`config.mk`:
```
export PLATFORM = sky130hd
export DESIGN_NAME = valve_amp_enable_fault_control
export DESIGN_NICKNAME = d
export VERILOG_FILES = /design/src/verilog/valve_amp_pkg.sv /design/src/verilog/valve_amp_enable_fault_control.sv
export VERILOG_INCLUDE_DIRS = /design/src /design/src/verilog
export SDC_FILE = /design/constraint.sdc
export NUM_CORES = 1
export LEC_CHECK = 0
export BUFFER_PORTS_ARGS = -buffer_cell sky130_fd_sc_hd__buf_2
export CAP_MARGIN = 20
export CORE_UTILIZATION = 45
export CTS_BUF_LIST = sky130_fd_sc_hd__clkbuf_8
export CTS_CLUSTER_SIZE = 10
export DETAILED_ROUTE_END_ITERATION = 8
export GPL_TIMING_DRIVEN = 0
export PLACE_DENSITY_LB_ADDON = 0.08
export REMOVE_ABC_BUFFERS = 1
export SYNTH_ARGS = -nofsm -noshare
export SYNTH_HDL_FRONTEND = slang
export SYNTH_SLANG_ARGS = --single-unit
```
`constraint.sdc`:
```
create_clock -name pclk -period 3.1 [get_ports pclk]
set_input_delay 0.31 -clock pclk [delete_from_list [all_inputs] [get_ports pclk]]
set_output_delay 0.31 -clock pclk [all_outputs]
set_load 0.01 [all_outputs]
```
`src/verilog/valve_amp_defines.svh`:
```
/*
  Offsets, field positions, reset values and widths of the valve amplifier enable and fault supervision block.
  Assumes inclusion by bare name from the package and the design module.
*/
`ifndef VALVE_AMP_DEFINES_SVH
`define VALVE_AMP_DEFINES_SVH

`define SP_W             16
`define AUX_W            12

// ----------------------------------------------------------------------------
// Register byte offsets
// ----------------------------------------------------------------------------
`define OFF_LINK_CTRL    12'h000
`define OFF_CONFIG       12'h004
`define OFF_SETPOINT     12'h008
`define OFF_REMOTE_CTRL  12'h00C
`define OFF_REMOTE_SP    12'h010
`define OFF_STATUS       12'h014
`define OFF_AUX          12'h018
`define OFF_OUTPUT       12'h01C

// ----------------------------------------------------------------------------
// Field positions
// ----------------------------------------------------------------------------
`define BIT_EN_A         0
`define BIT_EN_B         1
`define BIT_HW_UNLOCK    2
`define BIT_MON_ON       0
`define BIT_IND_MODE     1
`define BIT_REMOTE_MODE  2
`define BIT_READY        0
`define BIT_ERR_A        1
`define BIT_ERR_B        2
`define BIT_STAGE_A      3
`define BIT_STAGE_B      4
`define BIT_HW_EN        5

// ----------------------------------------------------------------------------
// Reset values
// ----------------------------------------------------------------------------
`define RST_CTRL         3'h0
`define RST_CONFIG       3'h1
`define RST_SP           32'h00000000

`endif

```
`src/verilog/valve_amp_pkg.sv`:
```
/*
  Types shared by the valve amplifier enable and fault supervision block.
  Assumes the defines header is on the include path.
*/
`include "valve_amp_defines.svh"

package valve_amp_pkg;

  typedef struct packed {
    logic [`SP_W-1:0] a;
    logic [`SP_W-1:0] b;
  } setpoint_pair_t;

  typedef struct packed {
    logic fault_a;
    logic fault_b;
  } solenoid_fault_t;

  typedef struct packed {
    logic             stage_a;
    logic             stage_b;
    logic             ramp_run;
    logic [`SP_W-1:0] drive_a;
    logic [`SP_W-1:0] drive_b;
  } stage_cmd_t;

  typedef struct packed {
    logic [`AUX_W-1:0] ch0;
    logic [`AUX_W-1:0] ch1;
  } aux_pair_t;

endpackage : valve_amp_pkg

```
`src/verilog/valve_amp_enable_fault_control.sv`:
```
/*
  Enable, ready and fault supervision of a two-channel proportional valve amplifier, with an APB register slave
  through which the serial-link front end (or the commissioning tool) writes enables and setpoints.
  Assumes the hardware enable and the solenoid fault flags arrive asynchronously, the auxiliary converter
  samples arrive on pclk with a valid strobe, and the power stage consumes stage_cmd on pclk.
*/
// The address map and the APB slave port are this design's own decisions.
`timescale 1ns/1ns
`include "valve_amp_defines.svh"

// Function
// RQ1: The power stage and ramp run only while hardware enable and the link enable bit are both set.
// RQ2: Fault-free operation is shown by a ready pin and a ready status bit sent over the link.
// RQ3: With fault monitoring on, a detected failure disables the power stage and drops ready.
// RQ4: With fault monitoring on, a failure stays latched until enable is dropped and raised again.
// RQ5: Directional mode takes one signed setpoint and shuts the whole unit down on any error.
// RQ6: Independent mode takes two unsigned setpoints, one for each channel.
// RQ7: Independent mode has a separate link enable bit for each channel.
// RQ8: In independent mode a solenoid fault disables only its channel and drops ready.
// RQ9: The two auxiliary analog samples are captured on their own and forwarded over the link.
// RQ10: In remote mode the physical enable and the bus commands are ignored in favour of the tool.
// RQ11: In remote mode a simulated hardware unlock stands in for the enable pin and is needed with channel enables.
// RQ12: Ready is on only when at least one channel is enabled and no error is present.
// RQ13: In directional mode a negative setpoint drives the second solenoid and a positive one the first.
// RQ14: The enable pin and the solenoid fault flags are synchronised before use.
module valve_amp_enable_fault_control (
  input  wire logic                         pclk,
  input  wire logic                         presetn,
  input  wire logic                         psel,
  input  wire logic                         penable,
  input  wire logic                         pwrite,
  input  wire logic [11:0]                  paddr,
  input  wire logic [31:0]                  pwdata,
  output logic      [31:0]                  prdata,
  output logic                              pready,
  output logic                              pslverr,
  input  wire logic                         simulated_hw_unlock_pin,
  input  wire valve_amp_pkg::solenoid_fault_t solenoid_fault,
  input  wire valve_amp_pkg::aux_pair_t     aux_sample,
  input  wire logic                         aux_valid,
  output logic                              ready_pin,
  output valve_amp_pkg::stage_cmd_t         stage_cmd
);
  import valve_amp_pkg::*;

  // --------------------------------------------------------------------------
  // Input synchronisers
  // --------------------------------------------------------------------------
  logic [2:0] sync_meta;
  logic [2:0] sync_q;
  logic [2:0] next_sync_meta;
  logic [2:0] next_sync_q;

  // RQ14 two-stage synchroniser.
  always_comb begin
    next_sync_meta = {simulated_hw_unlock_pin, solenoid_fault.fault_b, solenoid_fault.fault_a};
    next_sync_q    = sync_meta;
  end

  always_ff @(posedge pclk or negedge presetn) begin
    if (!presetn) begin
      sync_meta <= 3'h0;
      sync_q    <= 3'h0;
    end else begin
      sync_meta <= next_sync_meta;
      sync_q    <= next_sync_q;
    end
  end

  logic pin_enable;
  logic flt_a;
  logic flt_b;
  assign flt_a      = sync_q[0];
  assign flt_b      = sync_q[1];
  assign pin_enable = sync_q[2];

  // --------------------------------------------------------------------------
  // Register file
  // --------------------------------------------------------------------------
  logic [2:0]     link_ctrl;
  logic [2:0]     config_reg;
  setpoint_pair_t link_sp;
  logic [2:0]     remote_ctrl;
  setpoint_pair_t remote_sp;
  aux_pair_t      aux_hold;
  logic [2:0]     next_link_ctrl;
  logic [2:0]     next_config_reg;
  setpoint_pair_t next_link_sp;
  logic [2:0]     next_remote_ctrl;
  setpoint_pair_t next_remote_sp;
  aux_pair_t      next_aux_hold;
  logic [31:0]    next_prdata;
  logic           next_pslverr;

  logic [5:0]     status_word;
  logic           wr_strobe;
  logic           rd_strobe;
  logic           addr_ok;

  function automatic logic addr_mapped(input logic [11:0] a);
    addr_mapped = (a == `OFF_LINK_CTRL) || (a == `OFF_CONFIG) || (a == `OFF_SETPOINT) ||
                  (a == `OFF_REMOTE_CTRL) || (a == `OFF_REMOTE_SP) || (a == `OFF_STATUS) ||
                  (a == `OFF_AUX) || (a == `OFF_OUTPUT);
  endfunction : addr_mapped

  assign pready    = 1'b1;
  assign addr_ok   = addr_mapped(paddr);
  assign wr_strobe = psel && penable && pwrite && addr_ok;
  assign rd_strobe = psel && !penable && !pwrite;

  logic remote_mode;
  assign remote_mode = config_reg[`BIT_REMOTE_MODE];

  always_comb begin
    next_link_ctrl   = link_ctrl;
    next_config_reg  = config_reg;
    next_link_sp     = link_sp;
    next_remote_ctrl = remote_ctrl;
    next_remote_sp   = remote_sp;
    next_aux_hold    = aux_hold;
    next_prdata      = prdata;
    next_pslverr     = 1'b0;
    // RQ9 aux sample capture.
    if (aux_valid) begin
      next_aux_hold = aux_sample;
    end
    if (wr_strobe) begin
      unique case (paddr)
        `OFF_CONFIG:      next_config_reg  = pwdata[2:0];
        `OFF_REMOTE_CTRL: next_remote_ctrl = pwdata[2:0];
        `OFF_REMOTE_SP:   next_remote_sp   = pwdata;
        // RQ10 bus commands ignored.
        `OFF_LINK_CTRL: begin
          if (!remote_mode) begin
            next_link_ctrl = pwdata[2:0];
          end
        end
        `OFF_SETPOINT: begin
          if (!remote_mode) begin
            next_link_sp = pwdata;
          end
        end
        default: begin
        end
      endcase
    end
    if (rd_strobe) begin
      next_pslverr = !addr_ok;
      unique case (paddr)
        `OFF_LINK_CTRL:   next_prdata = {29'h0, link_ctrl};
        `OFF_CONFIG:      next_prdata = {29'h0, config_reg};
        `OFF_SETPOINT:    next_prdata = link_sp;
        `OFF_REMOTE_CTRL: next_prdata = {29'h0, remote_ctrl};
        `OFF_REMOTE_SP:   next_prdata = remote_sp;
        `OFF_STATUS:      next_prdata = {26'h0, status_word};
        `OFF_AUX:         next_prdata = {4'h0, aux_hold.ch1, 4'h0, aux_hold.ch0};
        `OFF_OUTPUT:      next_prdata = {stage_cmd.drive_b, stage_cmd.drive_a};
        default:          next_prdata = 32'h0;
      endcase
    end else if (psel && !penable && !addr_ok) begin
      next_pslverr = 1'b1;
    end
  end

  always_ff @(posedge pclk or negedge presetn) begin
    if (!presetn) begin
      link_ctrl   <= `RST_CTRL;
      config_reg  <= `RST_CONFIG;
      link_sp     <= `RST_SP;
      remote_ctrl <= `RST_CTRL;
      remote_sp   <= `RST_SP;
      aux_hold    <= '0;
      prdata      <= 32'h0;
      pslverr     <= 1'b0;
    end else begin
      link_ctrl   <= next_link_ctrl;
      config_reg  <= next_config_reg;
      link_sp     <= next_link_sp;
      remote_ctrl <= next_remote_ctrl;
      remote_sp   <= next_remote_sp;
      aux_hold    <= next_aux_hold;
      prdata      <= next_prdata;
      pslverr     <= next_pslverr;
    end
  end

  // Read data and the error flag are loaded at the end of the setup cycle, so that both stand
  // through the single access cycle in which pready is sampled high.

  // --------------------------------------------------------------------------
  // Enable selection
  // --------------------------------------------------------------------------
  logic           hw_en;
  logic           req_a;
  logic           req_b;
  logic           ind_mode;
  logic           mon_on;
  setpoint_pair_t sp;

  assign ind_mode = config_reg[`BIT_IND_MODE];
  assign mon_on   = config_reg[`BIT_MON_ON];

  always_comb begin
    // RQ11 simulated unlock.
    if (remote_mode) begin
      hw_en = remote_ctrl[`BIT_HW_UNLOCK];
      req_a = remote_ctrl[`BIT_EN_A];
      req_b = remote_ctrl[`BIT_EN_B];
      sp    = remote_sp;
    end else begin
      hw_en = pin_enable;
      req_a = link_ctrl[`BIT_EN_A];
      req_b = link_ctrl[`BIT_EN_B];
      sp    = link_sp;
    end
  end

  logic en_a;
  logic en_b;
  // RQ1 hardware and link AND.
  assign en_a = hw_en && req_a;
  // RQ7 per-channel enable.
  assign en_b = hw_en && (ind_mode ? req_b : req_a);

  // --------------------------------------------------------------------------
  // Fault latches
  // --------------------------------------------------------------------------
  logic err_a;
  logic err_b;
  logic next_err_a;
  logic next_err_b;

  always_comb begin
    next_err_a = err_a;
    next_err_b = err_b;
    // RQ4 cleared by enable drop.
    if (!en_a) begin
      next_err_a = 1'b0;
    end
    if (!en_b) begin
      next_err_b = 1'b0;
    end
    // RQ3 latch while monitoring; the set wins over the clear.
    if (mon_on && flt_a) begin
      next_err_a = 1'b1;
    end
    if (mon_on && flt_b) begin
      next_err_b = 1'b1;
    end
    if (!mon_on) begin
      next_err_a = 1'b0;
      next_err_b = 1'b0;
    end
  end

  always_ff @(posedge pclk or negedge presetn) begin
    if (!presetn) begin
      err_a <= 1'b0;
      err_b <= 1'b0;
    end else begin
      err_a <= next_err_a;
      err_b <= next_err_b;
    end
  end

  // --------------------------------------------------------------------------
  // Power stage command and ready
  // --------------------------------------------------------------------------
  logic       any_err;
  logic       run_a;
  logic       run_b;
  stage_cmd_t next_stage_cmd;
  logic       next_ready_pin;
  logic       sp_neg;
  logic [`SP_W-1:0] sp_mag;

  assign any_err = err_a || err_b;
  assign sp_neg  = sp.a[`SP_W-1];
  assign sp_mag  = sp_neg ? `SP_W'(~sp.a + 1'b1) : sp.a;

  always_comb begin
    if (ind_mode) begin
      // RQ8 only faulty channel off.
      run_a = en_a && !err_a;
      run_b = en_b && !err_b;
    end else begin
      // RQ5 whole unit off.
      run_a = en_a && !any_err;
      run_b = run_a;
    end
    next_stage_cmd = '0;
    next_stage_cmd.ramp_run = run_a || run_b;
    if (ind_mode) begin
      // RQ6 two unsigned setpoints.
      next_stage_cmd.stage_a = run_a;
      next_stage_cmd.stage_b = run_b;
      next_stage_cmd.drive_a = run_a ? sp.a : '0;
      next_stage_cmd.drive_b = run_b ? sp.b : '0;
    end else begin
      // RQ13 sign steers solenoid.
      next_stage_cmd.stage_a = run_a && !sp_neg;
      next_stage_cmd.stage_b = run_a && sp_neg;
      next_stage_cmd.drive_a = (run_a && !sp_neg) ? sp_mag : '0;
      next_stage_cmd.drive_b = (run_a && sp_neg) ? sp_mag : '0;
    end
    // RQ12 ready condition.
    next_ready_pin = (en_a || (ind_mode && en_b)) && !any_err;
  end

  always_ff @(posedge pclk or negedge presetn) begin
    if (!presetn) begin
      stage_cmd <= '0;
      ready_pin <= 1'b0;
    end else begin
      stage_cmd <= next_stage_cmd;
      ready_pin <= next_ready_pin;
    end
  end

  // RQ2 ready on link status.
  assign status_word = {hw_en, stage_cmd.stage_b, stage_cmd.stage_a, err_b, err_a, ready_pin};

endmodule : valve_amp_enable_fault_control

```
# Word-level counts from Yosys, hierarchy flattened
# Cells that the tools add are included.
[word_totals]
latch_bits = 0
ram_bits = 0
register_bits = 174
memories = 0
word_cells = 96
input_bits = 77
romBits = 0
[op_classes]
n_div = 0
n_bitwise = 2
n_reduce_logical = 40
muxes = 23
n_eq_ne = 9
n_lt_le_gt_ge = 0
addsub = 1
n_shift = 0
n_mul = 0
[op_table]
columns = ["cell", "count"]
rows = [
  ["32-bit case mux with 8 select lines", 1],
  ["16-bit two-way mux", 5],
  ["32-bit two-way mux", 2],
  ["12-bit by 5-bit equality test with 1-bit output (second input constant)", 4],
  ["12-bit by 4-bit equality test with 1-bit output (second input constant)", 2],
  ["1-bit logical AND", 17],
  ["16-bit by 1-bit adder with 16-bit output (second input constant)", 1],
  ["16-bit NOT", 1],
  ["1-bit two-way mux", 14],
  ["12-bit by 3-bit equality test with 1-bit output (second input constant)", 1],
  ["12-bit zero test", 1],
  ["1-bit logical OR", 10],
  ["1-bit zero test", 7],
  ["3-bit by 2-bit inequality test with 1-bit output (second input constant)", 2],
  ["2-bit AND reduction", 3],
  ["3-bit AND reduction", 2],
  ["2-bit two-way mux", 1],
  ["1-bit NOT", 1],
]

# Logic depth before layout (Yosys ltp)
# Gate-level depths: netlist of the first run.
[depth]
ltp_word = 12
ltp_mapped = 9

# Least setup slack after synthesis of the first run
# No wires, ideal clock.
[synth_path]
kind = "register to register"
startpoint = "register config_reg[2]"
endpoint = "register stage_cmd[12] in the netlist's numbering"
arrival_ps = 2234
n_path_buf = 3
synth_period_minus_slack_ps = 2372
setup_ps = 138
stages_incl_launch_ff = 10
slack_ps = 728
path_cell_list = "dfrtp_1 > buf_2 > buf_2 > buf_2 > mux2i_1 > ha_1 > o211ai_1 > nor4b_1 > xnor2_1 > o22ai_1"
[synth_lines]
columns = ["item", "line_no", "source"]
rows = [
  ["from (decl)", "valve_amp_enable_fault_control.sv:81", "logic [2:0] config_reg;"],
  ["from (signal assigned)", "valve_amp_enable_fault_control.sv:168", "config_reg <= `RST_CONFIG;"],
  ["from (signal assigned)", "valve_amp_enable_fault_control.sv:177", "config_reg <= next_config_reg;"],
  ["to (signal assigned)", "valve_amp_enable_fault_control.sv:315", "stage_cmd <= next_stage_cmd;"],
  ["to (decl)", "valve_amp_enable_fault_control.sv:42", "output valve_amp_pkg::stage_cmd_t stage_cmd"],
]

# Worst setup path after layout of the first run
[layout_path]
startpoint = "register config_reg[2]"
endpoint = "register link_sp[24] in the netlist's numbering"
[layout_between]
elab_chain_len = 2
[layout_lines]
columns = ["item", "line_no", "source"]
rows = [
  ["1-bit NOT (no source line)", "-", ""],
  ["3-bit AND reduction (no source line)", "-", ""],
  ["to (signal assigned)", "valve_amp_enable_fault_control.sv:169", "link_sp <= `RST_SP;"],
  ["to (signal assigned)", "valve_amp_enable_fault_control.sv:178", "link_sp <= next_link_sp;"],
  ["to (decl)", "valve_amp_enable_fault_control.sv:82", "setpoint_pair_t link_sp;"],
]
# No other way between the ends.
# A chain may end at the register's enable or synchronous reset.

==> flow_summary.toml, run 1 <==
[status]
status = "finished clean"

[sta]
max_freq_mhz = 355.4
fin_tns_setup_ps = 0
finalCriticalPeriod_ps = 2814
fin_crit_sh = 0.9076
worst_pin_slew_ps = 1072
setup-violations-final = 0
drv_slew = 0
hold_viol = 0
rsz0062_at_grt = "no"
fin_ws_ps = 286.3
fin_skew_ps = 13.25
maxSlewHeadroom = 0.2856

[place]
dpl_cell_area_sq_um = 9015
gp_congestion = 0.7994
dpl.hpwl_mm = 14.66
place_ws_ps = -149.1
port_buffers = 145

[grt]
grt_pass1_vias = 5990
grt_pass1_wl_mm = 34.53
antenna_found_initial = 0
grt-ovfl-total = 0
grt_max_degree = 98
grt_util_all_layers = 0.2527

[synthesis]
async_flop_share = 1.000
synth_edf_count = 0
synth.cell_area_sq_um = 8048
synth_seq_cells = 174
syn-instance-count = 649
synth_flop_cell = "dfrtp_1"
syn_area_per_cell_sq_um = 12.40
synth_area_leaders = "dfrtp_1 54%, mux2_2 16%, mux2i_1 4.2%, a21oi_1 3.0%, a221oi_1 2.1%"
synth.top_cell.area_share = 0.5379
synth_seq_area_share = 0.5412
yosysUniqueCellTypes = 55
yosysTopAreaCell = "dfrtp_1"
ys.warnings.count = 0

[detailed_routing]
drc = 0
via_per_inst = 5.725
ant_nets = 0
first_iter_violations = 453
drt_pre_antenna_iters = 5
wl_mm = 22.44
dr_total_vias = 5874
wl_per_cell_microns = 21.87

[worst_setup_path]
critPathTopFamily = "simple AND/OR/NAND/NOR gates"
cp-end-kind = "flip-flop"
cp-endpoint = "link_sp[24]$_DFFE_PN0P_"
crit_arrival_ps = 3160
cp_num_buf_inv = 1
crit_slowest_cell = "nor4_4"
crit_path_max_fanout = 30
critPathRequiredTime_ps = 3450
path_cells = "or3b_2 -> nor4_4 -> buf_6 -> mux2_2"
critPathKind = "flip-flop to flip-flop"
r2r_setup_slack_ps = 290
startpoint = "config_reg[2]$_DFFE_PN0P_"
rr_endpoint = "link_sp[24]$_DFFE_PN0P_"
start_kind = "flip-flop"
max_stage_delay_ps = 830
r2r_start = "config_reg[2]$_DFFE_PN0P_"
reg2reg_depth = 4
crit_cells = 4

[cells_and_area]
multi_input_area_sq_um = 3463
regMostFlops = "stage_cmd"
area_growth_pct = 17.96
postLayoutCoreUtil = 0.5469
layout-drive-gt1-share = 0.4088
fin_area_sq_um = 9493
final_nets = 865
seqCellArea_sq_um = 4359
fillers = 1509
largest_reg_flops = 35

[flow_run]
max_cap_viol_count = 0

[clock_network]
clockBufferDepth = 2
cts_tree = "done"
clock_latency_ps = 450
clock-root-buffer = "clkbuf_8"
cts-resized-gates = 0
cts_buffers = 17
h-tree-depth = 4
clk_pin_slew_worst_paths_ps = 90
clock_sinks = 174

[min_path]
min_path_type = "input port to flip-flop"
worstHoldStart = "aux_sample[8]"

[power_and_ir_drop]
irDropWorstVdd_mv = 0.2723
power.density_nw_per_um2 = 442.6
p_leak_nw = 4.453
power.total_w = 0.004201

[die]
core_area_sq_um = 17360
fp.dieH_microns = 135.7
dieArea_sq_um = 18420
io_pins = 147
die_x_microns = 135.7
rows = 48
initial_utilization = 0.4637
-- worst min-delay path by stage --
stage / end / slack [ps] / cells past startpoint
after CTS: aux_hold[9]$_DFFE_PN0P_ / 50 / 2
after global placement: sync_q[2]$_DFF_PN0_ / 340 / 0
after detailed placement: next_sync_q[2]$_DFF_PN0_ / 340 / 1
final: aux_hold[8]$_DFFE_PN0P_ / 80 / 2
after floorplan: aux_hold[0]$_DFFE_PN0P_ / 10 / 0
after global routing: aux_hold[20]$_DFFE_PN0P_ / 50 / 2
-- placed cells by master, fill, tap and decap left out, types with 3 or more instances in the layout --
cell type and count:
nor4_4 4, a31oi_1 4, mux2_2 117, buf_8 4, and2_1 3, nor4_1 5, o22ai_1 16, buf_2 144
a221oi_1 19, nor3_1 9, a21oi_1 48, nor2_1 32, nand2_1 35, a22oi_1 16, dfrtp_1 172, nand3_1 6
inv_1 7, o21ai_0 18, xnor2_1 13, clkbuf_8 20, nor3b_1 5, clkinvlp_4 3, buf_6 7, mux4_2 5
mux2i_1 34, dlygate4sd3_1 4, mux2_1 3
-- Yosys cell counts (2+ instances only) --
library cell and number:
nand2_1 35, nor3_1 9, nor3b_1 5, and2_1 3
buf_1 2, nor2_1 33, o22ai_1 16, nor4_4 4
nor4_1 5, mux2_2 117, buf_2 11, nand3b_1 2
and2b_2 2, nor2b_1 2, a22o_1 2, dfrtp_1 173
nor4b_1 2, mux2i_1 34, a221oi_1 19, or3b_2 2
mux4_2 5, xnor2_1 13, a31oi_1 4, nand3_1 6
inv_1 4, a21oi_1 48, o21ai_0 18, clkbuf_1 19
a22oi_1 16, o211ai_1 2, buf_4 10, mux2_1 3
-- metrics by stage --
| stage | hold WS, ps | instances |
|---|---|---|
| 2_1_floorplan | 14.41 | 606 |
| 3_3_place_gp | 341.2 | 976 |
| 3_5_place_dp | 340.0 | 987 |
| 4_1_cts | 52.04 | 1023 |
| 5_1_grt | 47.59 | 1025 |
| 6_report | 79.52 | 1026 |
-- power breakdown --
part / internal (W) / total [W] / switching [W]
registers: 0.00231 / 0.00233 / 0.0000221
clock network: 0.000773 / 0.00160 / 0.000828
logic: 0.000117 / 0.000269 / 0.000152
total: 0.00320 / 0.00420 / 0.00100
-- area by class of cell --
cell class | instances | area share
multi-input cells | 428 | 0.3648
clock inverters | 12 | 0.01278
inverters | 4 | 0.001582
diodes | 1 | 0.0002636
flip-flops and latches | 174 | 0.4592
clock buffers | 20 | 0.02900
well taps | 225 | 0.02966
repair buffers | 162 | 0.1027
-- routing by layer --
metal  track usage  part of all wire
met1        0.3556              0.47
met2        0.4016              0.48
met3       0.05163             0.044
met4       0.05493             0.010
met5             0                 0
-- repair_timing --
item	CTS	global route
hold endpoints to repair	80	0
endpoints found under the setup margin	0	4
hold buffers	4	0
setup buffers	0	1
-- cell families (layout without fill, tap and decap cells) --
| kind of cell | after synthesis | after routing | synth area share |
|---|---|---|---|
| AOI/OAI and AO/OA | 134 | 134 | 0.1053 |
| xor gates and xnor gates | 13 | 13 | 0.01415 |
| adders and majority gates | 1 | 1 | 0.001554 |
| buffers and inverters | 47 | 198 | 0.02923 |
| DFF | 174 | 174 | 0.5412 |
| muxes | 159 | 159 | 0.2242 |
| other | 1 | 2 | 0.0004660 |
| and+or+nand+nor | 120 | 120 | 0.08396 |
Power figures use the tool's default switching activity.
==> run 2, diff against run 1 <==
--- a/config.mk
+++ b/config.mk
@@ -14,7 +14,6 @@
 export DETAILED_ROUTE_END_ITERATION = 8
 export GPL_TIMING_DRIVEN = 0
 export PLACE_DENSITY_LB_ADDON = 0.08
-export REMOVE_ABC_BUFFERS = 1
 export SYNTH_ARGS = -nofsm -noshare
 export SYNTH_HDL_FRONTEND = slang
 export SYNTH_SLANG_ARGS = --single-unit
==> flow_summary.toml, run 2 (synthesized netlist as in run 1, its figures left out) <==
[die]
die_x_microns = 135.7
dieArea_sq_um = 18420
initial_utilization = 0.4637
rows = 48
io_pins = 147
core_area_sq_um = 17360
fp.dieH_microns = 135.7

[detailed_routing]
first_iter_violations = 405
ant_nets = 0
routed.top_layer = "met4"
drt-met1-wl_mm = 10.37
wl_mm = 23.78
via_per_inst = 5.806
dr_wl_met2_mm = 11.13
wl_per_cell_microns = 22.59
drc = 0
route.met3.wl_mm = 1.440
drt_pre_antenna_iters = 5
dr_total_vias = 6114

[sta]
worst_pin_slew_ps = 1051
max_freq_mhz = 342.2
fin_crit_sh = 0.9425
finalCriticalPeriod_ps = 2922
rsz0062_at_grt = "no"
maxSlewHeadroom = 0.2941
hold_viol = 0
drv_slew = 0
fin_skew_ps = 9.845
setup-violations-final = 0

[grt]
grt_util_all_layers = 0.2739
grt_max_degree = 121
antenna_found_initial = 0
grt_pass1_wl_mm = 36.89
grt_pass1_vias = 6351
grt-ovfl-total = 0

[clock_network]
h-tree-depth = 4
cts_buffers = 17
clockBufferDepth = 2
clock-root-buffer = "clkbuf_8"
clk_pin_slew_worst_paths_ps = 90
cts_tree = "done"
clock_latency_ps = 460
clock_sinks = 174
cts_setup_buffers = 0

[cells_and_area]
final_nets = 893
mostFrequentLayoutCell = "dfrtp_1"
final_cell_mix = "173 x dfrtp_1, 151 x buf_2, 117 x mux2_2"
final_cells = 1053
regMostFlops = "stage_cmd"
postLayoutCoreUtil = 0.5518
layout-drive-gt1-share = 0.3998
fin_area_sq_um = 9578
area_growth_pct = 19.01
diodes = 0
largest_reg_flops = 35
fillers = 1541

[power_and_ir_drop]
irDropWorstVdd_mv = 0.2583
power.total_w = 0.004429
power.density_nw_per_um2 = 462.5
p_leak_nw = 4.530

[flow_run]
max_cap_viol_count = 0

[worst_setup_path]
r2r_setup_slack_ps = 180
crit_arrival_ps = 3240
cp-end-kind = "flip-flop"
start_kind = "flip-flop"
critPathKind = "flip-flop to flip-flop"
crit_path_max_fanout = 10
critPathRequiredTime_ps = 3420

[place]
dpl_cell_area_sq_um = 9082
gp_congestion = 0.8871
dpl.hpwl_mm = 17.48
port_buffers = 143
dp_cells = 1018

[synthesis]
syn-num-nets = 727

[status]
status = "finished clean"

[min_path]
min_path_type = "input port to flip-flop"
## run 2: cell count changes in the layout (fill, tap and decap cells not counted), sizes merged
cell,change
buf,+9
bufinv,+3
clkbuf,+18
clkinv,+1
clkinvlp,-2
diode,-1
inv,-1
## run 2: area by class of cell
cell class,instances,area [sq um],share of cell area
buffer,42,217.7,0.02273
clock buffer,19,261.5,0.02730
clock inverter,13,196.4,0.02051
inverter,4,15.01,0.001568
multi-input combinational,428,3457,0.3609
sequential,174,4355,0.4547
tap,225,281.5,0.02939
timing repair buffer,148,793.3,0.08282
## run 2: per-layer routing
layer / vias to the layer above / track usage
met5: - / 0
met2: 232 / 0.4260
li1: 2718 / -
met3: 52 / 0.04976
met4: 0 / 0.1255
met1: 3112 / 0.3717
## run 2: worst max-delay path, stage by stage (launching register included)
cell	delay, ps
dfrtp_1	430
buf_2	340
buf_2	370
mux2i_1	540
nor3_1	90
nand2_1	340
clkbuf_1	470
o22ai_1	180
## run 2: report_power, final
part	internal [W]	switching (W)
sequential	0.00231	0.0000241
clock	0.000993	0.000827
combinational	0.000121	0.000155
## run 2: worst paths after layout
| kind | from | endpoint | depth (start not counted) |
|---|---|---|---|
| worst max-delay path | config_reg[2]$_DFFE_PN0P_ | stage_cmd[13]$_DFF_PN0_ | 7 |
| worst min-delay path | aux_sample[18] | aux_hold[18]$_DFFE_PN0P_ | 2 |
| worst max register to register | config_reg[2]$_DFFE_PN0P_ | stage_cmd[13]$_DFF_PN0_ | 7 |
| worst min register to register | next_sync_q[0]$_DFF_PN0_ | sync_q[0]$_DFF_PN0_ | 0 |
| max in group asynchronous | presetn | remote_sp[19]$_DFFE_PN0P_ | 3 |
| min in group asynchronous | presetn | next_sync_q[0]$_DFF_PN0_ | 2 |
## run 2: stage by stage
stage          setup TNS, ps  setup slack (ps)  hold WS [ps]
3_5_place_dp          -148.0            -113.0         261.0
2_1_floorplan              0             727.5         14.41
3_3_place_gp         -165810            -973.4         336.3
6_report                   0             178.1         68.56
4_1_cts                    0             236.6         42.46
5_1_grt                    0             25.05         49.79
## run 2: repair_timing
item / in CTS / in global routing
resized for setup: 1 / 0
hold buffers: 4 / 0
hold endpoints to repair: 57 / 0
endpoints found under the setup margin: 3 / 0
